File: src/rtl/crc_params.svh
`ifndef CRC_PARAMS_SVH
`define CRC_PARAMS_SVH

// Register byte offsets on the bus
`define CRC_OFF_CTRL0 8'h00
`define CRC_OFF_CTRL1 8'h04
`define CRC_OFF_DATH 8'h08
`define CRC_OFF_DATL 8'h0c
`define CRC_OFF_ACCH 8'h10
`define CRC_OFF_ACCL 8'h14
`define CRC_OFF_SHFH 8'h18
`define CRC_OFF_SHFL 8'h1c
`define CRC_OFF_XORH 8'h20
`define CRC_OFF_XORL 8'h24

// Control register 0 bit positions
`define CRC_BIT_EN 7
`define CRC_BIT_RUN 6
`define CRC_BIT_BUSY 5
`define CRC_BIT_AUGMENT 4
`define CRC_BIT_ORDER 1
`define CRC_BIT_FULL 0

// Control register 1 fields
`define CRC_WSIZE_HI 7
`define CRC_WSIZE_LO 4
`define CRC_PSIZE_HI 3
`define CRC_PSIZE_LO 0

`define CRC_CTRL0_RST 8'h00
`define CRC_CTRL1_RST 8'h00
`define CRC_WORD_RST 16'h0000
`define CRC_XOR_RST 15'h0000
`define CRC_CNT_RST 4'h0

`define CRC_HTRANS_NONSEQ 2'b10
`define CRC_HRESP_OKAY 1'b0

`endif

File: src/rtl/crc_pkg.sv
package crc_pkg;
	typedef struct packed {
		logic en;
		logic run;
		logic augment_select;
		logic right;
	} ctrl0_type;

	typedef struct packed {
		logic [3:0] input_word_size;
		logic [3:0] polynomial_size;
	} ctrl1_type;

	typedef struct packed {
		logic sel;
		logic write;
		logic [7:0] addr;
	} ahb_req_type;

	typedef enum logic [1:0] {
		ST_IDLE = 2'b01,
		ST_SHIFT = 2'b10
	} shift_state_type;
endpackage

File: src/rtl/crc_step.sv
`timescale 1ns/1ps
// One serial step of the remainder, for either bit order and either mode
module crc_step (
	input wire logic [15:0] acc,
	input wire logic [15:0] poly,
	input wire logic din,
	input wire logic [3:0] polynomial_size,
	input wire logic augment_select,
	input wire logic right,
	output logic [15:0] acc_next
);
	logic [15:0] mask;
	logic [15:0] poly_ref;
	logic [15:0] sh;
	logic fb;

	always_comb begin
		mask = 16'h0000;
		poly_ref = 16'h0000;
		for (int i = 0; i < 16; i++) begin
			if (4'(i) <= polynomial_size) begin
				mask[i] = 1'b1;
				poly_ref[i] = poly[polynomial_size - 4'(i)];
			end
		end
		if (right) begin
			// Augmented mode feeds the bit in with the feedback
			fb = augment_select ? (acc[0] ^ din) : acc[0];
			sh = acc >> 1;
			if (!augment_select) begin
				sh[polynomial_size] = din;
			end
			acc_next = (sh ^ (fb ? poly_ref : 16'h0000)) & mask;
		end else begin
			fb = augment_select ? (acc[polynomial_size] ^ din) : acc[polynomial_size];
			sh = {acc[14:0], augment_select ? 1'b0 : din};
			acc_next = (sh ^ (fb ? poly : 16'h0000)) & mask;
		end
	end
endmodule

File: src/rtl/crc_engine_control.sv
`timescale 1ns/1ps
`include "crc_params.svh"
// Function
// RQ1 - Run bit starts serial shifting; clearing it stops the shifter.
// RQ2 - Shift mode bit 1 shifts right, 0 shifts left.
// RQ3 - Bits 7-4 of control 1 hold word length minus one; that many plus one bits.
// RQ4 - Bits 3-0 of control 1 hold polynomial length minus one; sets CRC width.
// RQ5 - Augment bit chooses augmented or non-augmented accumulation.
// RQ6 - Writing the input low byte loads the word toward the shifter.
// RQ7 - Input word is 16 bits, high and low bytes read/write, reset unknown.
// RQ8 - Control 0 bits 3-2 ignore writes and read zero.
// RQ9 - Implemented control bits clear to zero on every reset.
// RQ10 - Control 0: enable 7, run 6, busy 5, augment 4, order 1, full 0.
// RQ11 - Busy reads 1 while shifting or data pending, else 0.
// RQ12 - Full reads 1 while a word waits for the shifter.
// RQ13 - 16-bit accumulator read/write as two bytes, resets to zero.
// RQ14 - Shifter contents readable as two read-only bytes, reset zero.
// RQ15 - Tap mask enables terms 15 to 1; bit 0 reads one, always present.
module crc_engine_control (
	input wire logic hclk,
	input wire logic hresetn,
	input wire logic hsel,
	input wire logic [31:0] haddr,
	input wire logic [1:0] htrans,
	input wire logic hwrite,
	input wire logic [2:0] hsize,
	input wire logic [31:0] hwdata,
	input wire logic hready,
	output logic hreadyout,
	output logic [31:0] hrdata,
	output logic hresp
);
	import crc_pkg::*;

	crc_pkg::ctrl0_type ctrl0_q;
	crc_pkg::ctrl1_type ctrl1_q;
	crc_pkg::ahb_req_type req_q;
	crc_pkg::shift_state_type state_q;
	logic [15:0] word_q;
	logic full_q;
	logic [15:0] acc_q;
	logic [15:0] acc_step;
	logic [15:0] shift_q;
	logic [3:0] cnt_q;
	logic [15:1] xor_q;
	logic [31:0] hrdata_q;
	logic [7:0] wbyte;
	logic accept;
	logic load;
	logic step;
	logic din;
	logic busy;
	logic [15:0] poly;

	// Single word transfers only; hsize is accepted as given
	assign accept = hsel && hready && (htrans == `CRC_HTRANS_NONSEQ);
	assign wbyte = hwdata[7:0];
	// Zero wait states keep the slave simple; every transfer ends in one data phase
	assign hreadyout = 1'b1;
	assign hresp = `CRC_HRESP_OKAY;
	assign hrdata = hrdata_q;

	assign poly = {xor_q, 1'b1}; // [RQ15]
	assign load = ctrl0_q.en && ctrl0_q.run && full_q && (state_q == ST_IDLE); // [RQ1]
	assign step = ctrl0_q.en && ctrl0_q.run && (state_q == ST_SHIFT); // [RQ1]
	// Left takes the top bit of the word, right takes bit 0
	assign din = ctrl0_q.right ? shift_q[0] : shift_q[ctrl1_q.input_word_size]; // [RQ2] [RQ3]
	assign busy = full_q || (state_q == ST_SHIFT); // [RQ11]

	function automatic logic is_wr(input crc_pkg::ahb_req_type r, input logic [7:0] off);
		is_wr = r.sel && r.write && (r.addr == off);
	endfunction

	function automatic logic [7:0] rd_mux(input logic [7:0] off);
		case (off)
			`CRC_OFF_CTRL0: begin
				// Bits 3-2 are tied low
				rd_mux = {ctrl0_q.en, ctrl0_q.run, busy, ctrl0_q.augment_select, 2'b00,
					ctrl0_q.right, full_q}; // [RQ8] [RQ10] [RQ12]
			end
			`CRC_OFF_CTRL1: rd_mux = {ctrl1_q.input_word_size, ctrl1_q.polynomial_size};
			`CRC_OFF_DATH: rd_mux = word_q[15:8];
			`CRC_OFF_DATL: rd_mux = word_q[7:0];
			`CRC_OFF_ACCH: rd_mux = acc_q[15:8]; // [RQ13]
			`CRC_OFF_ACCL: rd_mux = acc_q[7:0];
			`CRC_OFF_SHFH: rd_mux = shift_q[15:8]; // [RQ14]
			`CRC_OFF_SHFL: rd_mux = shift_q[7:0];
			`CRC_OFF_XORH: rd_mux = xor_q[15:8];
			`CRC_OFF_XORL: rd_mux = {xor_q[7:1], 1'b1}; // [RQ15]
			default: rd_mux = 8'h00;
		endcase
	endfunction

	crc_step u_step (
		.acc(acc_q),
		.poly(poly),
		.din(din),
		.polynomial_size(ctrl1_q.polynomial_size), // [RQ4]
		.augment_select(ctrl0_q.augment_select), // [RQ5]
		.right(ctrl0_q.right), // [RQ2]
		.acc_next(acc_step)
	);

	always_ff @(posedge hclk or negedge hresetn) begin
		if (!hresetn) begin
			req_q <= '0;
		end else if (hready) begin
			req_q <= '{sel: accept, write: hwrite, addr: haddr[7:0]};
		end
	end

	// Read data is sampled at the address phase, before a write in flight lands
	always_ff @(posedge hclk or negedge hresetn) begin
		if (!hresetn) begin
			hrdata_q <= 32'h0000_0000;
		end else if (accept && !hwrite) begin
			hrdata_q <= {24'h00_0000, rd_mux(haddr[7:0])};
		end
	end

	always_ff @(posedge hclk or negedge hresetn) begin
		if (!hresetn) begin
			ctrl0_q <= '0; // [RQ9]
			ctrl1_q <= '0; // [RQ9]
		end else begin
			if (is_wr(req_q, `CRC_OFF_CTRL0)) begin
				ctrl0_q <= '{en: wbyte[`CRC_BIT_EN], run: wbyte[`CRC_BIT_RUN],
					augment_select: wbyte[`CRC_BIT_AUGMENT], right: wbyte[`CRC_BIT_ORDER]}; // [RQ10]
			end
			if (is_wr(req_q, `CRC_OFF_CTRL1)) begin
				ctrl1_q <= '{input_word_size: wbyte[`CRC_WSIZE_HI:`CRC_WSIZE_LO],
					polynomial_size: wbyte[`CRC_PSIZE_HI:`CRC_PSIZE_LO]}; // [RQ3] [RQ4]
			end
		end
	end

	// No reset: the input word powers up unknown
	always_ff @(posedge hclk) begin
		if (is_wr(req_q, `CRC_OFF_DATH)) begin
			word_q[15:8] <= wbyte; // [RQ7]
		end
		if (is_wr(req_q, `CRC_OFF_DATL)) begin
			word_q[7:0] <= wbyte; // [RQ7]
		end
	end

	// A new low byte write wins over the transfer in the same cycle
	always_ff @(posedge hclk or negedge hresetn) begin
		if (!hresetn) begin
			full_q <= 1'b0;
		end else if (is_wr(req_q, `CRC_OFF_DATL)) begin
			full_q <= 1'b1; // [RQ6] [RQ12]
		end else if (load) begin
			full_q <= 1'b0; // [RQ12]
		end
	end

	always_ff @(posedge hclk or negedge hresetn) begin
		if (!hresetn) begin
			state_q <= ST_IDLE;
			shift_q <= `CRC_WORD_RST;
			cnt_q <= `CRC_CNT_RST;
		end else begin
			case (state_q)
				ST_IDLE: begin
					if (load) begin
						state_q <= ST_SHIFT;
						shift_q <= word_q; // [RQ6]
						cnt_q <= ctrl1_q.input_word_size; // [RQ3]
					end
				end
				ST_SHIFT: begin
					if (step) begin
						shift_q <= ctrl0_q.right ? (shift_q >> 1) : (shift_q << 1); // [RQ2]
						cnt_q <= cnt_q - 4'h1;
						if (cnt_q == `CRC_CNT_RST) begin
							state_q <= ST_IDLE; // [RQ3] [RQ11]
						end
					end
				end
				default: state_q <= ST_IDLE;
			endcase
		end
	end

	// Software write to the accumulator overrides a shift step in the same cycle
	always_ff @(posedge hclk or negedge hresetn) begin
		if (!hresetn) begin
			acc_q <= `CRC_WORD_RST; // [RQ13]
		end else if (is_wr(req_q, `CRC_OFF_ACCH)) begin
			acc_q[15:8] <= wbyte; // [RQ13]
		end else if (is_wr(req_q, `CRC_OFF_ACCL)) begin
			acc_q[7:0] <= wbyte; // [RQ13]
		end else if (step) begin
			acc_q <= acc_step; // [RQ5]
		end
	end

	always_ff @(posedge hclk or negedge hresetn) begin
		if (!hresetn) begin
			xor_q <= `CRC_XOR_RST;
		end else begin
			if (is_wr(req_q, `CRC_OFF_XORH)) begin
				xor_q[15:8] <= wbyte; // [RQ15]
			end
			if (is_wr(req_q, `CRC_OFF_XORL)) begin
				xor_q[7:1] <= wbyte[7:1]; // [RQ15]
			end
		end
	end
endmodule

File: config.mk
export PLATFORM = sky130hd
export DESIGN_NAME = crc_engine_control
export DESIGN_NICKNAME = d
export VERILOG_FILES = /design/src/rtl/crc_pkg.sv /design/src/rtl/crc_step.sv /design/src/rtl/crc_engine_control.sv
export VERILOG_INCLUDE_DIRS = /design/src /design/src/rtl
export SDC_FILE = /design/constraint.sdc
export NUM_CORES = 1
export LEC_CHECK = 0
export BUFFER_PORTS_ARGS = -buffer_cell sky130_fd_sc_hd__buf_2
export CAP_MARGIN = 20
export CORE_MARGIN = 3
export CORE_UTILIZATION = 55
export DETAILED_ROUTE_END_ITERATION = 8
export MAX_ROUTING_LAYER = met4
export PLACE_DENSITY = 0.86
export SLEW_MARGIN = 20
export SYNTH_ARGS = -nofsm -noshare
export SYNTH_HDL_FRONTEND = slang
export SYNTH_SLANG_ARGS = --single-unit
export TNS_END_PERCENT = 100
File: constraint.sdc
create_clock -name hclk -period 8.06 [get_ports hclk]
set_clock_uncertainty 0.05 [all_clocks]
set_input_delay 0.403 -clock hclk [delete_from_list [all_inputs] [get_ports hclk]]
set_output_delay 0.403 -clock hclk [all_outputs]
set_load 0.02 [all_outputs]
==> results of run 1 <==
==> cells in the mapped netlist, types with 3 or more instances <==
library cell  count  area, um2
dfrtp_1          83       2080
nand2_1          78        293
mux2i_1          57        571
nor2_1           56        210
a21oi_1          51        255
mux2_2           40        450
a22oi_1          36        270
clkbuf_1         34        128
o21ai_0          31        155
buf_4            26        195
nand3_1          24        120
mux4_2           22        495
xnor2_1          19        166
nor3_1           17       85.1
o21ai_1          17       85.1
edfxtp_1         16        480
ha_1             16        200
nor3b_1          10       75.1
a221oi_1          9       78.8
inv_1             9       33.8
nor2b_1           9       56.3
and3_1            8       50.1
xor2_1            7       61.3
a211oi_1          6       45.0
a22o_1            5       43.8
nand3b_1          5       37.5
nand4_1           5       31.3
o211ai_1          5       37.5
a21boi_1          4       30.0
a31oi_1           4       25.0
buf_2             4       20.0
nand2b_1          4       25.0
a211o_1           3       26.3
a22oi_2           3       37.5
and4b_1           3       30.0
nor4b_1           3       26.3
o31ai_1           3       22.5
==> final cells by class <==
class                   count  area (um2)  area share
clock buffers              11         254      0.0321
clock inverters             5        62.6     0.00790
inverters                  11        41.3     0.00521
multi-input cells         625        4550       0.574
flip-flops and latches    100        2580       0.326
well taps                 172         215      0.0272
repair buffers             38         215      0.0272
==> kinds of logic (layout without fill, tap and decap cells) <==
logic type,after synthesis,after routing,share of synthesized area
xor gates and xnor gates,26,26,0.0306
muxes,120,120,0.205
adders and majority gates,16,16,0.0269
DFF,100,100,0.347
and+or+nand+nor,239,239,0.159
AOI/OAI and AO/OA,198,198,0.175
buffers and inverters,79,65,0.0556
other,2,26,0.00101
==> through the flow <==
stage               utilization  hold WS, ns
finish                    0.613        0.254
global route              0.613        0.257
CTS                       0.612        0.251
detailed placement        0.587        0.253
global placement          0.587        0.252
floorplan                     -       0.0574
==> worst reg2reg max path: stages, from the launching register on <==
cell	delay (ns)
dfrtp_1	0.33
buf_4	0.38
mux4_2	0.60
mux4_2	0.55
xor2_1	0.63
buf_4	0.31
nand2_1	0.08
xnor2_1	0.15
a211o_1	0.26
==> state kept, by name (all words and copies together), names as in the netlist <==
name	flops
cnt_q	4
ctrl1_q	8
xor_q	15
word_q	16
state_q	2
req_q	10
hrdata	8
acc_q	16
shift_q	16
full_q	1
ctrl0_q	4
==> how the worst max path moves through the flow <==
stage | depth (start not counted) | slack, ns | end
floorplan | 11 | 4.56 | acc_q[1]$_DFFE_PN0P_
global placement | 8 | 4.71 | acc_q[11]$_DFFE_PN0P_
detailed placement | 9 | 4.68 | acc_q[1]$_DFFE_PN0P_
CTS | 9 | 4.67 | acc_q[1]$_DFFE_PN0P_
global route | 8 | 4.37 | acc_q[15]$_DFFE_PN0P_
finish | 8 | 4.60 | acc_q[10]$_DFFE_PN0P_
==> power by group <==
part,total [W],switching [W],leakage (nW),internal [W]
registers,0.000551,0.0000266,1.19,0.000525
logic,0.000176,0.000107,1.99,0.0000684
clock network,0.000469,0.000206,0.156,0.000263
total,0.00120,0.000340,3.34,0.000856
==> routing by layer <==
| layer | global-route usage | share of wire | vias up |
|---|---|---|---|
| li1 | - | - | 2887 |
| met5 | - | 0 | - |
| met4 | 0.119 | 0.051 | 0 |
| met1 | 0.409 | 0.39 | 3152 |
| met3 | 0.0705 | 0.12 | 109 |
| met2 | 0.464 | 0.44 | 481 |
==> repair_timing <==
item,in CTS,in global routing
hold endpoints to repair,19,0
hold buffers,1,0
setup buffers,0,0
==> run summary, run 1 <==
status = finished, final reports clean
count of final setup violators = 0
Area Growth Syn to Fin = 6.39%
Most used DFF post-synth = dfrtp_1
Setup TNS = 0 ns
Post-synth EDFFs = 16
Mean Syn Cell Area = 9.55 um2
CP max-delay cell = xor2_1
Num CTS Buffers = 9
Seq/Total Area, Yosys = 0.347
leading cell types in the layout, fill and taps excluded = dfrtp_1, nand2_1, mux2i_1, nor2_1, a21oi_1
actual slew at the worst max-slew pin = 1.19 ns
max-cap violation count = 0
routability congestion estimate = 1.03
Die ar. = 0.0150 mm2
crit share post-route = 0.429
required time worst endpoint = 8.25 ns
Post-Synthesis Cell Area = 0.00745 mm2
post-route cell area = 0.00792 mm2
asr flop ratio synth = 0.840
later-pin clock latency in the skew report = 0.36 ns
Leak = 3.34 nW
Initial DRC Count = 1,155
Via density = 6.89
TritonRoute pass-1 iters = 6
Data arrival, critical path = 3.65 ns
fillcell total = 1,080
first-pass GRT wire length = 34.3 mm
final WL = 22.3 mm
Starting Density = 0.576
crit-path max cell delay = 0.63 ns
min Tclk post-route = 3.46 ns
RSZ-0062 raised after global routing = no
Clock Tree Root = clkbuf_16
Hold WC Path Type = primary input to flop
Critical R2R Capture = acc_q[10]$_DFFE_PN0P_
Die X-Extent = 122 um
Setup crit start = ctrl1_q[0]$_DFFE_PN0P_
GRT overflow = 0
Max FO, Critical Path = 31
IO Pins = 108
num rows = 41
cell chain of the critical path = buf_4 -> mux4_2 -> mux4_2 -> xor2_1 -> buf_4 -> nand2_1 -> xnor2_1 -> a211o_1
Post-DRT Antenna Nets = 0
synthesized flop and latch total = 100
drc violations = 0
worst r2r src = ctrl1_q[0]$_DFFE_PN0P_
Num Clock Sinks = 100
Post-CTS Resized = 0
H-tree depth = 3
Worst Setup Start Kind = flop
GRT Total Usage = 0.309
Setup CP Type = flop to flop
Final Total Pwr = 0.00120 W
core footprint = 0.0129 mm2
diode count = 0
pin count of the biggest net entering global routing = 66
clk slew on worst S/H paths = 0.07 ns
final worst setup slack = 4.60 ns
post-DR wirelength/cell = 23.2 um
number of global-route vias before repair = 6,082
hold endpoint = req_q[8]$_DFFE_PN0P_
commonest non-fill, non-tap cell in the layout = dfrtp_1
R2R depth = 8
Final Hold Viols = 0
DP Cell Count = 945
hold_sp = hwrite
Final Max Slew Viols = 0
layout cells sized above 1 = 0.162
WHS Path Cells = 2
Worst setup EP type = flop
Synth Instances = 780
Cell Pwr Density = 151 mW/mm2
CTS Buffer Depth = 2
initial antenna violation count = 0
fin cells = 962
pre-CTS WS = 4.68 ns
Largest delay share family, worst path = multiplexers
worst rel slew slack = 0.202
maximum clock frequency = 289 MHz
Detailed Place HPWL = 15.4 mm
Placed Instance Area = 0.00759 mm2
I/O Buffers = 30
Yosys cell types = 70
reg2reg setup slack = 4.60 ns
Peak VDD IR = 0.000144 V
WP buf/inv = 2
die height = 122 um
Total Nets Final = 875
CTS tree = built
synthesis warning total = 0
Via Count = 6,629
Note: power is estimated with default switching activity, not from simulation.
==> run 2: changes to the inputs <==
--- a/config.mk
+++ b/config.mk
@@ -9,10 +9,10 @@
 export BUFFER_PORTS_ARGS = -buffer_cell sky130_fd_sc_hd__buf_2
 export CAP_MARGIN = 20
 export CORE_MARGIN = 3
-export CORE_UTILIZATION = 55
+export CORE_UTILIZATION = 53
 export DETAILED_ROUTE_END_ITERATION = 8
 export MAX_ROUTING_LAYER = met4
-export PLACE_DENSITY = 0.86
+export PLACE_DENSITY = 0.87
 export SLEW_MARGIN = 20
 export SYNTH_ARGS = -nofsm -noshare
 export SYNTH_HDL_FRONTEND = slang
==> constraint.sdc (replaced) <==
create_clock -name hclk -period 2.84 [get_ports hclk]
set_clock_uncertainty 0.05 [all_clocks]
set_input_delay 0.142 -clock hclk [delete_from_list [all_inputs] [get_ports hclk]]
set_output_delay 0.142 -clock hclk [all_outputs]
set_load 0.02 [all_outputs]
==> run summary, run 2 (same netlist as run 1, synthesis figures left out) <==
Setup TNS = 0 ns (unchanged)
post-DR wirelength/cell = 23.3 um (+0.69%)
Worst setup EP type = flop
fillcell total = 1,081 (+0.093%)
GRT Total Usage = 0.314 (+0.00511)
drc violations = 0 (unchanged)
crit share post-route = 0.965 (+0.536)
Num Clock Sinks = 100 (unchanged)
crit-path max cell delay = 0.53 ns (-0.10 ns)
Via Count = 7,031 (+6.1%)
TritonRoute pass-1 iters = 8 (+2)
area of the multi-input gates = 0.00459 mm2 (+0.88%)
Reg area = 0.00258 mm2 (about the same)
clock share of power = 0.364 (-0.028)
min Tclk post-route = 2.74 ns (-0.719 ns)
Initial DRC Count = 1,001 (-13%)
Hold WC Path Type = primary input to flop
core footprint = 0.0135 mm2 (+4.5%)
I/O Buffers = 30 (unchanged)
Peak VDD IR = 0.000445 V (+210%)
status = finished, final reports clean
pin count of the biggest net entering global routing = 61 (-7.6%)
met1 Use GR = 0.407 (-0.00238)
Setup CP Type = flop to flop
H-tree depth = 3 (unchanged)
Net Sw Power = 0.00100 W (+200%)
met2 GRT Util = 0.468 (+0.00375)
WP buf/inv = 2 (unchanged)
GRT overflow = 0 (unchanged)
Num CTS Buffers = 9 (unchanged)
Total Nets Final = 940 (+7.4%)
first-pass GRT wire length = 37.8 mm (+10%)
Setup crit start = ctrl1_q[0]$_DFFE_PN0P_
worst rel slew slack = 0.402 (+0.200)
initial antenna violation count = 0 (unchanged)
Via density = 6.82 (-1.0%)
max-cap violation count = 0 (unchanged)
Post-DRT Antenna Nets = 0 (unchanged)
Die ar. = 0.0155 mm2 (+3.6%)
IO Pins = 108 (unchanged)
diode count = 0 (unchanged)
pre-CTS WS = 0.0602 ns (-4.62 ns)
layout cells sized above 1 = 0.233 (+0.0707)
number of global-route vias before repair = 6,834 (+12%)
CP max-delay cell = mux4_2
clk slew on worst S/H paths = 0.08 ns (about the same)
final worst setup slack = 0.0983 ns (-4.50 ns)
Cell Pwr Density = 395 mW/mm2 (+160%)
worst r2r src = ctrl1_q[0]$_DFFE_PN0P_
Largest delay share family, worst path = multiplexers
hold_sp = haddr[7]
count of final setup violators = 0 (unchanged)
most frequent cell on the critical path = mux4_2
Area Growth Syn to Fin = 14.2%
P_int = 0.00236 W (+180%)
Starting Density = 0.551 (-0.0247)
cell chain of the critical path = buf_12 -> mux4_2 -> mux4_2 -> buf_4 -> a21oi_1 -> o21ai_2 -> xnor2_1 -> a32oi_1 -> a31oi_1
met3 Use GR = 0.0828 (+0.0123)
actual slew at the worst max-slew pin = 0.889 ns (-0.305 ns)
leading cell types in the layout, fill and taps excluded = dfrtp_1, nand2_1, buf_4, nor2_1, mux2i_1
Max FO, Critical Path = 6 (-81%)
final WL = 24.1 mm (+7.9%)
maximum clock frequency = 365 MHz (+26%)
Sw Ratio = 0.298 (+0.0142)
num rows = 42 (+2.4%)
commonest non-fill, non-tap cell in the layout = dfrtp_1
Worst Setup Start Kind = flop
Final Max Slew Viols = 0 (unchanged)
logic gate share of total power = 0.177 (+0.030)
later-pin clock latency in the skew report = 0.35 ns (about the same)
Most Crowded Layer GR = met2
Detailed Place HPWL = 17.3 mm (+13%)
biggest regs = acc_q x16, shift_q x16, word_q x16
routability congestion estimate = 1.08 (+4.9%)
required time worst endpoint = 3.06 ns (-5.19 ns)
RSZ-0062 raised after global routing = no
Leak = 3.67 nW (+10%)
Final Hold Viols = 0 (unchanged)
CTS Buffer Depth = 2 (unchanged)
CTS tree = built
Sequential Power Share = 0.459 (-0.002)
Clock Tree Root = clkbuf_16
die height = 125 um (+1.8%)
Die X-Extent = 125 um (+1.8%)
Data arrival, critical path = 2.96 ns (-0.69 ns)
==> run 2: cell type report <==
class | count | share of cell area
inverter | 11 | 0.00486
tap | 176 | 0.0259
timing repair buffer | 103 | 0.0909
multi-input combinational | 625 | 0.540
clock inverter | 7 | 0.00824
sequential | 100 | 0.304
clock buffer | 9 | 0.0265
==> run 2: path summary, 6_finish.rpt <==
check | end | slack, ns | cells past startpoint
min reg2reg | hrdata[5]$_DFFE_PN0P_ | 0.44 | 2
max reg2reg | acc_q[2]$_DFFE_PN0P_ | 0.1 | 9
max | acc_q[2]$_DFFE_PN0P_ | 0.1 | 9
max in group asynchronous | xor_q[8]$_DFFE_PN0P_ | 1.68 | 3
min in group asynchronous | hrdata[1]$_DFFE_PN0P_ | 0.37 | 2
min | req_q[7]$_DFFE_PN0P_ | 0.008 | 2
==> run 2: layer usage <==
| metal | share of wire | vias up |
|---|---|---|
| li1 | - | 3017 |
| met1 | 0.37 | 3380 |
| met2 | 0.45 | 520 |
| met3 | 0.13 | 114 |
| met4 | 0.052 | 0 |
| met5 | 0 | - |
==> run 2: power groups by stage <==
stage                     Sequential [W]  Combinational (W)  Clock, W
after floorplan                  0.00156           0.000383         0
after global placement           0.00157           0.000544         0
after detailed placement         0.00157           0.000556         0
after CTS                        0.00154           0.000570   0.00124
after global routing             0.00155           0.000632   0.00130
final                            0.00154           0.000594   0.00122
==> run 2: timing repair <==
action,CTS,global route
gates resized for setup,0,7
endpoints found under the hold margin,60,0
cloned,1,0
hold buffers,4,0
buffers inserted,0,3
setup endpoints to repair,1,8
pin swaps,0,0
==> run 2: through the flow <==
step	area, um2	total power, W	hold slack (ns)	util	cells
5_1_grt	8500	0.00348	0.00489	0.630	1031
6_report	8500	0.00336	0.00784	0.630	1031
3_5_place_dp	8080	0.00212	0.212	0.598	1007
3_3_place_gp	8080	0.00211	0.215	0.598	1007
4_1_cts	8450	0.00335	0.00666	0.626	1028
2_1_floorplan	7590	0.00194	-0.204	-	804
